File: config.mk
export PLATFORM = sky130hd
export DESIGN_NAME = flash_command_sequencer
export DESIGN_NICKNAME = d
export VERILOG_FILES = /design/src/design/flash_cmd_pkg.sv /design/src/design/flash_command_sequencer.sv
export SDC_FILE = /design/constraint.sdc
export NUM_CORES = 1
export LEC_CHECK = 0
export ABC_AREA = 0
export CAP_MARGIN = 10
export CORE_UTILIZATION = 62
export CTS_CLUSTER_SIZE = 24
export DETAILED_ROUTE_END_ITERATION = 10
export DONT_BUFFER_PORTS = 1
export HOLD_SLACK_MARGIN = 0.02
export PLACE_DENSITY = 0.78
export REMOVE_ABC_BUFFERS = 1
export SYNTH_ARGS = -nofsm -noshare
export SYNTH_HDL_FRONTEND = slang
export SYNTH_SLANG_ARGS = --single-unit
File: constraint.sdc
create_clock -name mclk_in -period 2.45 [get_ports mclk_in]
set_input_delay 0 -clock mclk_in [delete_from_list [all_inputs] [get_ports mclk_in]]
set_output_delay 0 -clock mclk_in [all_outputs]
set_load 0.05 [all_outputs]
File: src/design/flash_cmd_pkg.sv
// Constants for the host-side flash command sequencer
package flash_cmd_pkg;
  localparam int          ADDR_W        = 19;           // Word address width
  localparam int          DATA_W        = 16;           // Data bus width
  localparam int          ADDR_LOW_W    = 11;           // Command address lines
  localparam logic [10:0] UNLOCK_ADDR1  = 11'h555;      // First unlock address
  localparam logic [10:0] UNLOCK_ADDR2  = 11'h2aa;      // Second unlock address
  localparam logic [10:0] CFI_ONE_ADDR  = 11'h055;      // One-write query address
  localparam logic [7:0]  UNLOCK_DATA1  = 8'haa;        // First unlock data
  localparam logic [7:0]  UNLOCK_DATA2  = 8'h55;        // Second unlock data
  localparam logic [7:0]  CMD_PROGRAM   = 8'ha0;        // Word program
  localparam logic [7:0]  CMD_ERASE     = 8'h80;        // Erase setup
  localparam logic [7:0]  CMD_SECTOR    = 8'h50;        // Sector erase
  localparam logic [7:0]  CMD_BLOCK     = 8'h30;        // Block erase
  localparam logic [7:0]  CMD_CHIP      = 8'h10;        // Chip erase
  localparam logic [7:0]  CMD_CFI       = 8'h98;        // Query entry
  localparam logic [7:0]  CMD_IDENT     = 8'h90;        // Identification entry
  localparam logic [7:0]  CMD_EXIT      = 8'hf0;        // Mode exit
  localparam logic [7:0]  CMD_SEC_PROG  = 8'ha5;        // Security word program
  localparam logic [7:0]  CMD_SEC_LOCK  = 8'h85;        // Security lock-out
  localparam logic [7:0]  CMD_SEC_READ  = 8'h88;        // Security read entry
  localparam logic [15:0] LOCK_DATA     = 16'h0000;     // Lock-out fourth word
  localparam logic [7:0]  UPPER_FILL    = 8'h00;        // Valid level for upper_data_byte
  localparam int          SECURITY_ID_AREA_WORDS  = 136;          // Security space size
  localparam logic [3:0]  WAIT_CYCLES   = 4'h2;         // Strobe and gap timer reload; each state lasts this plus one clock
  // Host operation codes
  localparam logic [3:0]  OP_PROGRAM    = 4'h0;
  localparam logic [3:0]  OP_SECTOR     = 4'h1;
  localparam logic [3:0]  OP_BLOCK      = 4'h2;
  localparam logic [3:0]  OP_CHIP       = 4'h3;
  localparam logic [3:0]  OP_IDENT      = 4'h4;
  localparam logic [3:0]  OP_CFI        = 4'h5;
  localparam logic [3:0]  OP_CFI_ONE    = 4'h6;
  localparam logic [3:0]  OP_SEC_READ   = 4'h7;
  localparam logic [3:0]  OP_SEC_PROG   = 4'h8;
  localparam logic [3:0]  OP_SEC_LOCK   = 4'h9;
  localparam logic [3:0]  OP_EXIT_LONG  = 4'ha;
  localparam logic [3:0]  OP_EXIT_SHORT = 4'hb;
  localparam logic [3:0]  OP_READ       = 4'hc;
endpackage : flash_cmd_pkg

File: src/design/flash_command_sequencer.sv
// Host controller that issues flash command sequences over the parallel pins
`timescale 1ns/1ns
`default_nettype none
module flash_command_sequencer
  import flash_cmd_pkg::*;
#(
  parameter logic [15:0] CFI_ONE_DATA = 16'h0098  // Table value; prose disagrees
) (
  input  wire logic              mclk_in,        // 100 MHz clock
  input  wire logic              rst_n_in,       // Synchronous reset, active low
  input  wire logic              req_valid_in,   // Operation request
  input  wire logic [3:0]        req_op_in,      // Operation code
  input  wire logic [ADDR_W-1:0] req_addr_in,    // Target or read address
  input  wire logic [DATA_W-1:0] req_data_in,    // Program data
  input  wire logic              flash_busy_in,  // Device busy (ready/busy pin low)
  input  wire logic [DATA_W-1:0] dq_in,          // Data pins sampled
  output logic                   req_ready_out,  // Idle, request accepted
  output logic                   done_out,       // One-cycle completion pulse
  output logic [DATA_W-1:0]      rd_data_out,    // Last read word
  output logic                   rst_n_out,      // Device hardware reset
  output logic                   ce_n_out,       // Chip select
  output logic                   oe_n_out,       // Output enable
  output logic                   we_n_out,       // Write strobe
  output logic [ADDR_W-1:0]      addr_out,       // Address pins
  output logic [DATA_W-1:0]      dq_out,         // Data pins drive value
  output logic                   dq_oe_n_out     // Low while host drives data
);
  typedef enum logic [3:0] {
    ST_IDLE  = 4'b0001,  // Waiting for request
    ST_WRITE = 4'b0010,  // Write strobe low
    ST_READ  = 4'b0100,  // Read strobe low
    ST_GAP   = 4'b1000   // Strobes released between cycles
  } state_e;

  state_e               state;     // Bus cycle state
  logic [3:0]           op;        // Latched operation
  logic [2:0]           step;      // Write index inside sequence
  logic [2:0]           last_step; // Final write index
  logic [3:0]           wait_cnt;  // Strobe timer
  logic [ADDR_W-1:0]    taddr;     // Latched target address
  logic [DATA_W-1:0]    tdata;     // Latched data

  // Number of writes for each operation except read, minus one
  function automatic logic [2:0] seq_len(input logic [3:0] o);
    case (o)
      OP_PROGRAM, OP_SEC_PROG, OP_SEC_LOCK:  seq_len = 3'd3;
      OP_SECTOR, OP_BLOCK, OP_CHIP:          seq_len = 3'd5;
      OP_CFI_ONE, OP_EXIT_SHORT, OP_READ:    seq_len = 3'd0;
      default:                               seq_len = 3'd2;
    endcase
  endfunction : seq_len

  // Command byte of the third write
  function automatic logic [7:0] third_cmd(input logic [3:0] o);
    case (o)
      OP_PROGRAM:  third_cmd = CMD_PROGRAM;
      OP_IDENT:    third_cmd = CMD_IDENT;
      OP_CFI:      third_cmd = CMD_CFI;
      OP_SEC_READ: third_cmd = CMD_SEC_READ;
      OP_SEC_PROG: third_cmd = CMD_SEC_PROG;
      OP_SEC_LOCK: third_cmd = CMD_SEC_LOCK;
      OP_EXIT_LONG: third_cmd = CMD_EXIT;
      default:     third_cmd = CMD_ERASE;
    endcase
  endfunction : third_cmd

  // Address and data for one write of the sequence
  logic [ADDR_W-1:0] w_addr;  // Address of current write
  logic [DATA_W-1:0] w_data;  // Data of current write
  always_comb begin
    w_addr = '0;
    w_data = {UPPER_FILL, UNLOCK_DATA1};
    case (step)
      3'd0, 3'd3: begin
        w_addr = {{(ADDR_W-ADDR_LOW_W){1'b0}}, UNLOCK_ADDR1};
        w_data = {UPPER_FILL, UNLOCK_DATA1};
      end
      3'd1, 3'd4: begin
        w_addr = {{(ADDR_W-ADDR_LOW_W){1'b0}}, UNLOCK_ADDR2};
        w_data = {UPPER_FILL, UNLOCK_DATA2};
      end
      3'd2: begin
        w_addr = {{(ADDR_W-ADDR_LOW_W){1'b0}}, UNLOCK_ADDR1};
        w_data = {UPPER_FILL, third_cmd(op)};
      end
      default: begin
        w_addr = '0;
        w_data = '0;
      end
    endcase
    // Single-write commands and final writes
    if (op == OP_CFI_ONE) begin
      w_addr = {{(ADDR_W-ADDR_LOW_W){1'b0}}, CFI_ONE_ADDR};
      w_data = CFI_ONE_DATA;
    end else if (op == OP_EXIT_SHORT) begin
      w_addr = taddr;
      w_data = {UPPER_FILL, CMD_EXIT};
    end else if (step == 3'd3 && (op == OP_PROGRAM || op == OP_SEC_PROG)) begin
      w_addr = taddr;
      w_data = tdata;
    end else if (step == 3'd3 && op == OP_SEC_LOCK) begin
      w_addr = taddr;
      w_data = LOCK_DATA;
    end else if (step == 3'd5) begin
      // erase begins on this strobe rise
      w_addr = (op == OP_CHIP) ? {{(ADDR_W-ADDR_LOW_W){1'b0}}, UNLOCK_ADDR1} : taddr;
      w_data = {UPPER_FILL, (op == OP_SECTOR) ? CMD_SECTOR :
                            (op == OP_BLOCK) ? CMD_BLOCK : CMD_CHIP};
    end
  end

  // Hold off new work while the device reports busy
  // no exit during busy
  // completion seen from busy pin, not polling
  assign req_ready_out = (state == ST_IDLE) && !flash_busy_in;
  assign rst_n_out     = rst_n_in;  // reset passes to device

  // Bus cycle sequencer
  // reset returns tracker idle
  always_ff @(posedge mclk_in) begin
    if (!rst_n_in) begin
      state     <= ST_IDLE;
      op        <= OP_READ;
      step      <= 3'd0;
      last_step <= 3'd0;
      wait_cnt  <= 4'h0;
      taddr     <= '0;
      tdata     <= '0;
    end else begin
      case (state)
        ST_IDLE: begin
          if (req_valid_in && req_ready_out) begin
            op        <= req_op_in;
            taddr     <= req_addr_in;
            tdata     <= req_data_in;
            step      <= 3'd0;
            last_step <= seq_len(req_op_in);
            wait_cnt  <= WAIT_CYCLES;
            state     <= (req_op_in == OP_READ) ? ST_READ : ST_WRITE;
          end
        end
        ST_WRITE, ST_READ: begin
          if (wait_cnt != 4'h0) begin
            wait_cnt <= wait_cnt - 4'h1;
          end else begin
            wait_cnt <= WAIT_CYCLES;
            state    <= ST_GAP;
          end
        end
        ST_GAP: begin
          if (wait_cnt != 4'h0) begin
            wait_cnt <= wait_cnt - 4'h1;
          end else if (op != OP_READ && step != last_step) begin
            step     <= step + 3'd1;
            wait_cnt <= WAIT_CYCLES;
            state    <= ST_WRITE;
          end else begin
            state <= ST_IDLE;
          end
        end
        default: state <= ST_IDLE;
      endcase
    end
  end

  // Pin drivers registered from state
  // output enable high whenever writing
  always_ff @(posedge mclk_in) begin
    if (!rst_n_in) begin
      ce_n_out    <= 1'b1;
      oe_n_out    <= 1'b1;
      we_n_out    <= 1'b1;
      addr_out    <= '0;
      dq_out      <= '0;
      dq_oe_n_out <= 1'b1;
    end else begin
      ce_n_out    <= !(state == ST_WRITE || state == ST_READ);
      oe_n_out    <= !(state == ST_READ);
      we_n_out    <= !(state == ST_WRITE);
      addr_out    <= (state == ST_READ) ? taddr : w_addr;
      dq_out      <= w_data;
      // Keep data driven through the gap so it outlasts the strobe rise
      dq_oe_n_out <= !(state == ST_WRITE || (state == ST_GAP && op != OP_READ));
    end
  end

  // Capture read data and flag completion
  always_ff @(posedge mclk_in) begin
    if (!rst_n_in) begin
      rd_data_out <= '0;
      done_out    <= 1'b0;
    end else begin
      done_out <= (state == ST_GAP) && (wait_cnt == 4'h0) &&
                  (op == OP_READ || step == last_step);
      // Last ST_READ cycle: the read word has had two of the three registered strobe-low cycles to settle
      if (state == ST_READ && wait_cnt == 4'h0) begin
        rd_data_out <= dq_in;
      end
    end
  end
endmodule : flash_command_sequencer
`default_nettype wire

==> qor.txt, run 1 <==
Final Slew Violations - 0
Design Power - 3.36 mW
Final period demand of the worst path - 2.17 ns
Cells after synthesis - 517
CTS tree - done
Post-DRT Antenna Nets - 0
Fin crit share - 88.6%
Hold Crit Endpoint - state[3]
Worst Path Arrival - 2.48 ns
Pleak - 1.91 nW
RSZ-0062 raised after global routing - no
Synth-to-Final Area Change - 20.4%
Max-cap violations - 0
Final setup fails - 0
PostCTS Resize Cnt - 0
Worst EP required - 2.76 ns
Crit-path cells - ha_1, ha_1, mux2i_1, o31ai_1, o221a_2, o21a_1
Power Density - 639 nW/µm²
Starting DRT DRC Count - 269
Asr flop ratio synth - 0%
Post-CTS setup buffers - 0
Die W - 85.9 µm
Share of post-route cells with drive strength above 1 - 7.01%
Status - completed
Worst-margin pin slew - 0.600 ns
Largest net degree at the start of global routing - 44
Crit path kind - reg2reg
Worst Path Max Fanout - 8
Routability Congestion - 0.917
Root Buffer - clkbuf_8
Syn Area/Cell - 8.45 µm²
Die H - 85.9 µm
Worst setup EP type - flip-flop
Number of port buffers - 0
CP max stage delay - 0.55 ns
Worst slew margin - 59.7%
Cell area after synthesis - 4370 µm²
CTS clock-pin slew for the worst setup and hold paths - 0.11 ns
DR pass1 iterations - 4
Num CTS Buffers - 9
Commonest non-fill, non-tap cell in the layout - nand2_1
Worst R2R Path Depth - 6
Vias per cell - 5.78
Number of remaining DRC errors - 0
Hold Crit Class - in2reg
Routed WL - 10600 µm
Worst reg2reg setup slack - 0.28 ns
Ys flop type - dfxtp_1
Final hold viol count - 0
Antenna violations before repair - 0
Clock sink total - 109
Die ar. - 7390 µm²
IO Pins - 117
Vias - 3859
FMAX - 461 MHz
Ys Warns - 0
Synth unique cells - 53
Critical Path Slowest Stage Cell - o31ai_1
Detailed Place HPWL - 6470 µm
Max VDD drop - 0.388 mV
Register area share after synthesis - 49.9%
Nets - 631
Clk buf depth - 2
Hold path start - flash_busy_in
Drt wl/cell - 15.8 µm
FP Rows - 30
Final Util - 77.4%
Starting density of the core - 64.3%
Total GRT Usage - 29.0%
CTS hold repair buffers - 59
First-pass GRT wire length - 17000 µm
#FFs+latches synth - 109
GRT Residual Overflow - 0
Post-synth EDFFs - 0
Critical path startpoint category - flip-flop
H-tree levels - 3
Most frequent cells in the layout - nand2_1, dfxtp_1, a21oi_1
R2r endpoint - addr_out[1]
R2R Path Start - step[0]
Worst clock skew - 0.0120 ns
Core area - 6790 µm²
Vias in the first global route - 3628
Worst skew pair latency - 0.37 ns
WHS Path Cells - 3
Crit-path most repeated cell - ha_1
critical path, delay by kind of cell, from the launching register on:
kind	cells	cell delay (ns)
muxes	1	0.16
AOI/OAI and AO/OA	3	1.06
adders and majority gates	2	0.45
DFF	1	0.44
registers in the layout, summed over array words and instances (netlist names), 3 cells and up:
signal,count
addr_out,19
dq_out,16
step,3
op,4
taddr,19
rd_data_out,16
wait_cnt,4
state,4
tdata,16
last_step,3
report_power, final:
| part | internal [mW] | switching [mW] |
|---|---|---|
| registers | 1.83 | 0.0910 |
| logic | 0.163 | 0.197 |
| clock network | 0.427 | 0.651 |
cell type report:
| type | instances | area, µm² |
|---|---|---|
| sequential | 109 | 2180 |
| multi-input combinational | 361 | 2010 |
| fill | 464 | 1530 |
| timing repair buffer | 72 | 698 |
| clock buffer | 10 | 138 |
| tap | 96 | 120 |
| clock inverter | 6 | 62.6 |
| inverter | 13 | 48.8 |
| antenna | 1 | 2.50 |
layer usage:
| layer | GRT usage (%) | vias to the layer above | share of wire [%] |
|---|---|---|---|
| li1 | - | 1882 | - |
| met1 | 35.2 | 1819 | 41 |
| met2 | 50.9 | 146 | 52 |
| met3 | 5.58 | 12 | 6.1 |
| met4 | 10.9 | 0 | 1.1 |
| met5 | 0 | - | 0 |
synth_stat cells, drive strengths merged, types with 2 or more instances:
library cell	n	area [µm²]
nand2b	5	31.3
and2	9	56.3
a21o	4	30.0
nor4bb	3	30.0
nor4b	6	52.6
o211ai	6	45.0
o21ai	12	60.1
nor2	11	41.3
buf	6	32.5
nor3	8	40.0
o32ai	2	17.5
dfxtp	109	2180
ha	6	75.1
nand4b	2	17.5
a21oi	72	360
nor3b	11	82.6
nand3	15	75.1
xnor2	3	26.3
a221oi	3	26.3
nand3b	2	15.0
nand2	124	465
a31oi	5	31.3
clkbuf	28	105
o31ai	2	15.0
inv	13	48.8
or4b	3	33.8
a311oi	3	26.3
mux2i	4	40.0
or2	2	12.5
o21a	7	52.6
nor2b	6	37.5
or3	5	31.3
nor4	3	18.8
nand4bb	2	22.5
worst max path at each step:
stage                  start            to  slack (ns)
floorplan           state[1]      state[1]       -0.35
global placement    state[2]  last_step[2]        0.43
detailed placement   step[0]   addr_out[1]        0.32
CTS                  step[0]   addr_out[1]        0.28
global route         step[0]   addr_out[1]        0.06
finish               step[0]   addr_out[1]        0.28
per-stage QoR:
| step | cell area, µm² | hold WS, ns | worst slack (ns) | setup TNS, ns | instances |
|---|---|---|---|---|---|
| after floorplan | 4230 | 0 | -0.351 | -8.98 | 483 |
| after global placement | 4460 | 0.000606 | 0.431 | 0 | 592 |
| after detailed placement | 4460 | 0.000608 | 0.317 | 0 | 592 |
| after CTS | 5260 | 0.0427 | 0.283 | 0 | 667 |
| after global routing | 5260 | 0.0926 | 0.0641 | 0 | 667 |
| final | 5260 | 0.0689 | 0.279 | 0 | 668 |
cell families after synthesis:
kind of cell | count (synthesis) | synth area share (%)
AO/OA/AOI/OAI | 128 | 17.6
XOR/XNOR | 4 | 0.802
adder cells (fa/ha/maj) | 6 | 1.72
buffers and inverters | 47 | 4.27
flip-flops | 109 | 49.9
multiplexers | 4 | 0.916
AND/OR/NAND/NOR | 219 | 24.7
Note: power is estimated with default switching activity, not from simulation.
==> run 2: changes to the inputs <==
--- a/config.mk
+++ b/config.mk
@@ -13,7 +13,6 @@
 export DONT_BUFFER_PORTS = 1
 export HOLD_SLACK_MARGIN = 0.02
 export PLACE_DENSITY = 0.78
-export REMOVE_ABC_BUFFERS = 1
 export SYNTH_ARGS = -nofsm -noshare
 export SYNTH_HDL_FRONTEND = slang
 export SYNTH_SLANG_ARGS = --single-unit
==> qor.txt, run 2 (synthesis gave the netlist of run 1 again) <==
Inst Count DP - 596 (+0.68%)
Worst slew margin - 18.5% (-41 points)
Vias - 3945 (+2.2%)
Synth-to-Final Area Change - 20.3% (about the same)
IO Pins - 117 (unchanged)
Commonest non-fill, non-tap cell in the layout - nand2_1
Power Density - 646 nW/µm² (+1.1%)
Post-DRT Antenna Nets - 0 (unchanged)
Worst EP required - 2.68 ns (-0.08 ns)
Starting density of the core - 64.3% (unchanged)
Vias per cell - 5.90 (+2.1%)
Largest net degree at the start of global routing - 43 (-2.3%)
Dpl ws - 0.237 ns (-0.0802 ns)
Critical path startpoint category - flip-flop
Detailed Place HPWL - 6710 µm (+3.8%)
CTS tree - done
Fin worst setup slack - 0.197 ns (-0.0824 ns)
Crit path max-delay family - compound AO/OA/AOI/OAI gates
Die ar. - 7390 µm² (unchanged)
Seq pwr share - 56.5% (-0.7 points)
Nets - 633 (+0.32%)
Hold WS - 0.0636 ns (-0.00533 ns)
Crit path kind - reg2reg
Syn nets - 582
CP max stage delay - 0.60 ns (+0.05 ns)
Routed WL - 11300 µm (+7.3%)
Die W - 85.9 µm (unchanged)
Worst skew pair latency - 0.37 ns (about the same)
FMAX - 444 MHz (-3.7%)
P_int - 2.48 mW (+2.4%)
Worst clock skew - 0.00860 ns (-0.00344 ns)
FP Rows - 30 (unchanged)
CTS clock-pin slew for the worst setup and hold paths - 0.11 ns (about the same)
Starting DRT DRC Count - 354 (+32%)
DR pass1 iterations - 5 (+1)
RSZ-0062 raised after global routing - no
Total GRT Usage - 31.5% (+2.5 points)
Final setup fails - 0 (unchanged)
H-tree levels - 3 (unchanged)
Switching Share - 27.0% (-0.93 points)
Num CTS Buffers - 9 (unchanged)
Antenna violations before repair - 0 (unchanged)
Worst setup EP type - flip-flop
Clock power frac - 32.6% (+0.5 points)
Final period demand of the worst path - 2.25 ns (+0.0824 ns)
Clock sink total - 109 (unchanged)
Worst Path Arrival - 2.49 ns (about the same)
Core area - 6790 µm² (unchanged)
Final Slew Violations - 0 (unchanged)
Routability Congestion - 0.890 (-3.0%)
Drt wl/cell - 17.0 µm (+7.1%)
Final hold viol count - 0 (unchanged)
ANT cells - 0 (-1)
Vias in the first global route - 3751 (+3.4%)
Critical Path Slowest Stage Cell - a21oi_1
Worst-margin pin slew - 1.22 ns (+0.619 ns)
Max-cap violations - 0 (unchanged)
Design Power - 3.40 mW (+1.1%)
Most frequent cells in the layout - nand2_1, dfxtp_1, a21oi_1
Die H - 85.9 µm (unchanged)
GRT Residual Overflow - 0 (unchanged)
Comb pwr share - 10.8% (about the same)
Net switching power figure - 0.917 mW (-2.3%)
Root Buffer - clkbuf_8
Max VDD drop - 0.461 mV (+19%)
Fin crit share - 92.0% (+3.4 points)
Crit-path cells - inv_1, ha_1, mux2i_1, o32ai_1, a21oi_1, nor3b_1
First-pass GRT wire length - 18000 µm (+6.3%)
Pleak - 1.92 nW (+0.29%)
Number of remaining DRC errors - 0 (unchanged)
Hold Crit Class - in2reg
CP Buf/Inv Count - 1 (+1)
Biggest regs - addr_out x19, taddr x19
Status - completed
Share of post-route cells with drive strength above 1 - 7.33% (+0.32 points)
Worst Path Max Fanout - 13 (+5)
Setup_tns - 0 ns (unchanged)
PostCTS Resize Cnt - 0 (unchanged)
Number of port buffers - 0 (unchanged)
Clk buf depth - 2 (unchanged)
Final non-filler cell total - 669 (+0.15%)
run 2: cell count changes in the layout (fill, tap and decap cells not counted):
cell	delta
clkbuf_8	-1
buf_4	+4
buf_12	-1
inv_6	-2
dlygate4sd3_1	-1
clkbuf_1	+1
diode_2	-1
clkinv_8	-1
clkinvlp_4	+1
bufinv_16	+1
clkinv_2	+1
run 2: layout make-up:
| class | count | area, µm² |
|---|---|---|
| flip-flops and latches | 109 | 2180 |
| multi-input cells | 361 | 2010 |
| well taps | 96 | 120 |
| clock buffers | 10 | 128 |
| fillers | 454 | 1540 |
| clock inverters | 6 | 71.3 |
| inverters | 13 | 48.8 |
| repair buffers | 74 | 698 |
run 2: final timing paths:
path	from	end	slack (ns)	cells past startpoint
worst max-delay path	step[2]	addr_out[16]	0.20	6
worst min-delay path	flash_busy_in	state[3]	0.06	3
worst max register to register	step[2]	addr_out[16]	0.20	6
worst min register to register	taddr[17]	taddr[17]	0.46	2
run 2: worst reg2reg max path, stage by stage, from the launching register on:
cell     delay (ns)
dfxtp_1        0.56
inv_1          0.09
ha_1           0.30
mux2i_1        0.32
o32ai_1        0.14
a21oi_1        0.60
nor3b_1        0.13
run 2: per-layer routing:
layer / wire, µm / share of wire (%) / up-vias / global-route usage [%]
met5: 0 / 0 / - / 0
met4: 304 / 2.7 / 0 / 14.7
met3: 841 / 7.4 / 31 / 7.99
met2: 5550 / 49 / 176 / 51.6
met1: 4650 / 41 / 1849 / 39.0
li1: - / - / 1889 / -
run 2: repair_timing:
item | in CTS | in global routing
hold endpoints to repair | 80 | 0
hold buffers | 57 | 0
setup buffers | 0 | 0
run 2: power groups by stage:
stage / clock, mW / combinational [mW] / sequential [mW]
floorplan: 0 / 0.232 / 1.93
global placement: 0 / 0.265 / 1.96
detailed placement: 0 / 0.271 / 1.96
CTS: 1.12 / 0.358 / 1.92
global route: 1.20 / 0.400 / 1.93
finish: 1.11 / 0.367 / 1.92
run 2: metrics by stage:
stage | cell area (µm²) | util (%)
2_1_floorplan | 4370 | -
3_3_place_gp | 4490 | 66.0
3_5_place_dp | 4490 | 66.0
4_1_cts | 5260 | 77.4
5_1_grt | 5260 | 77.4
6_report | 5260 | 77.4
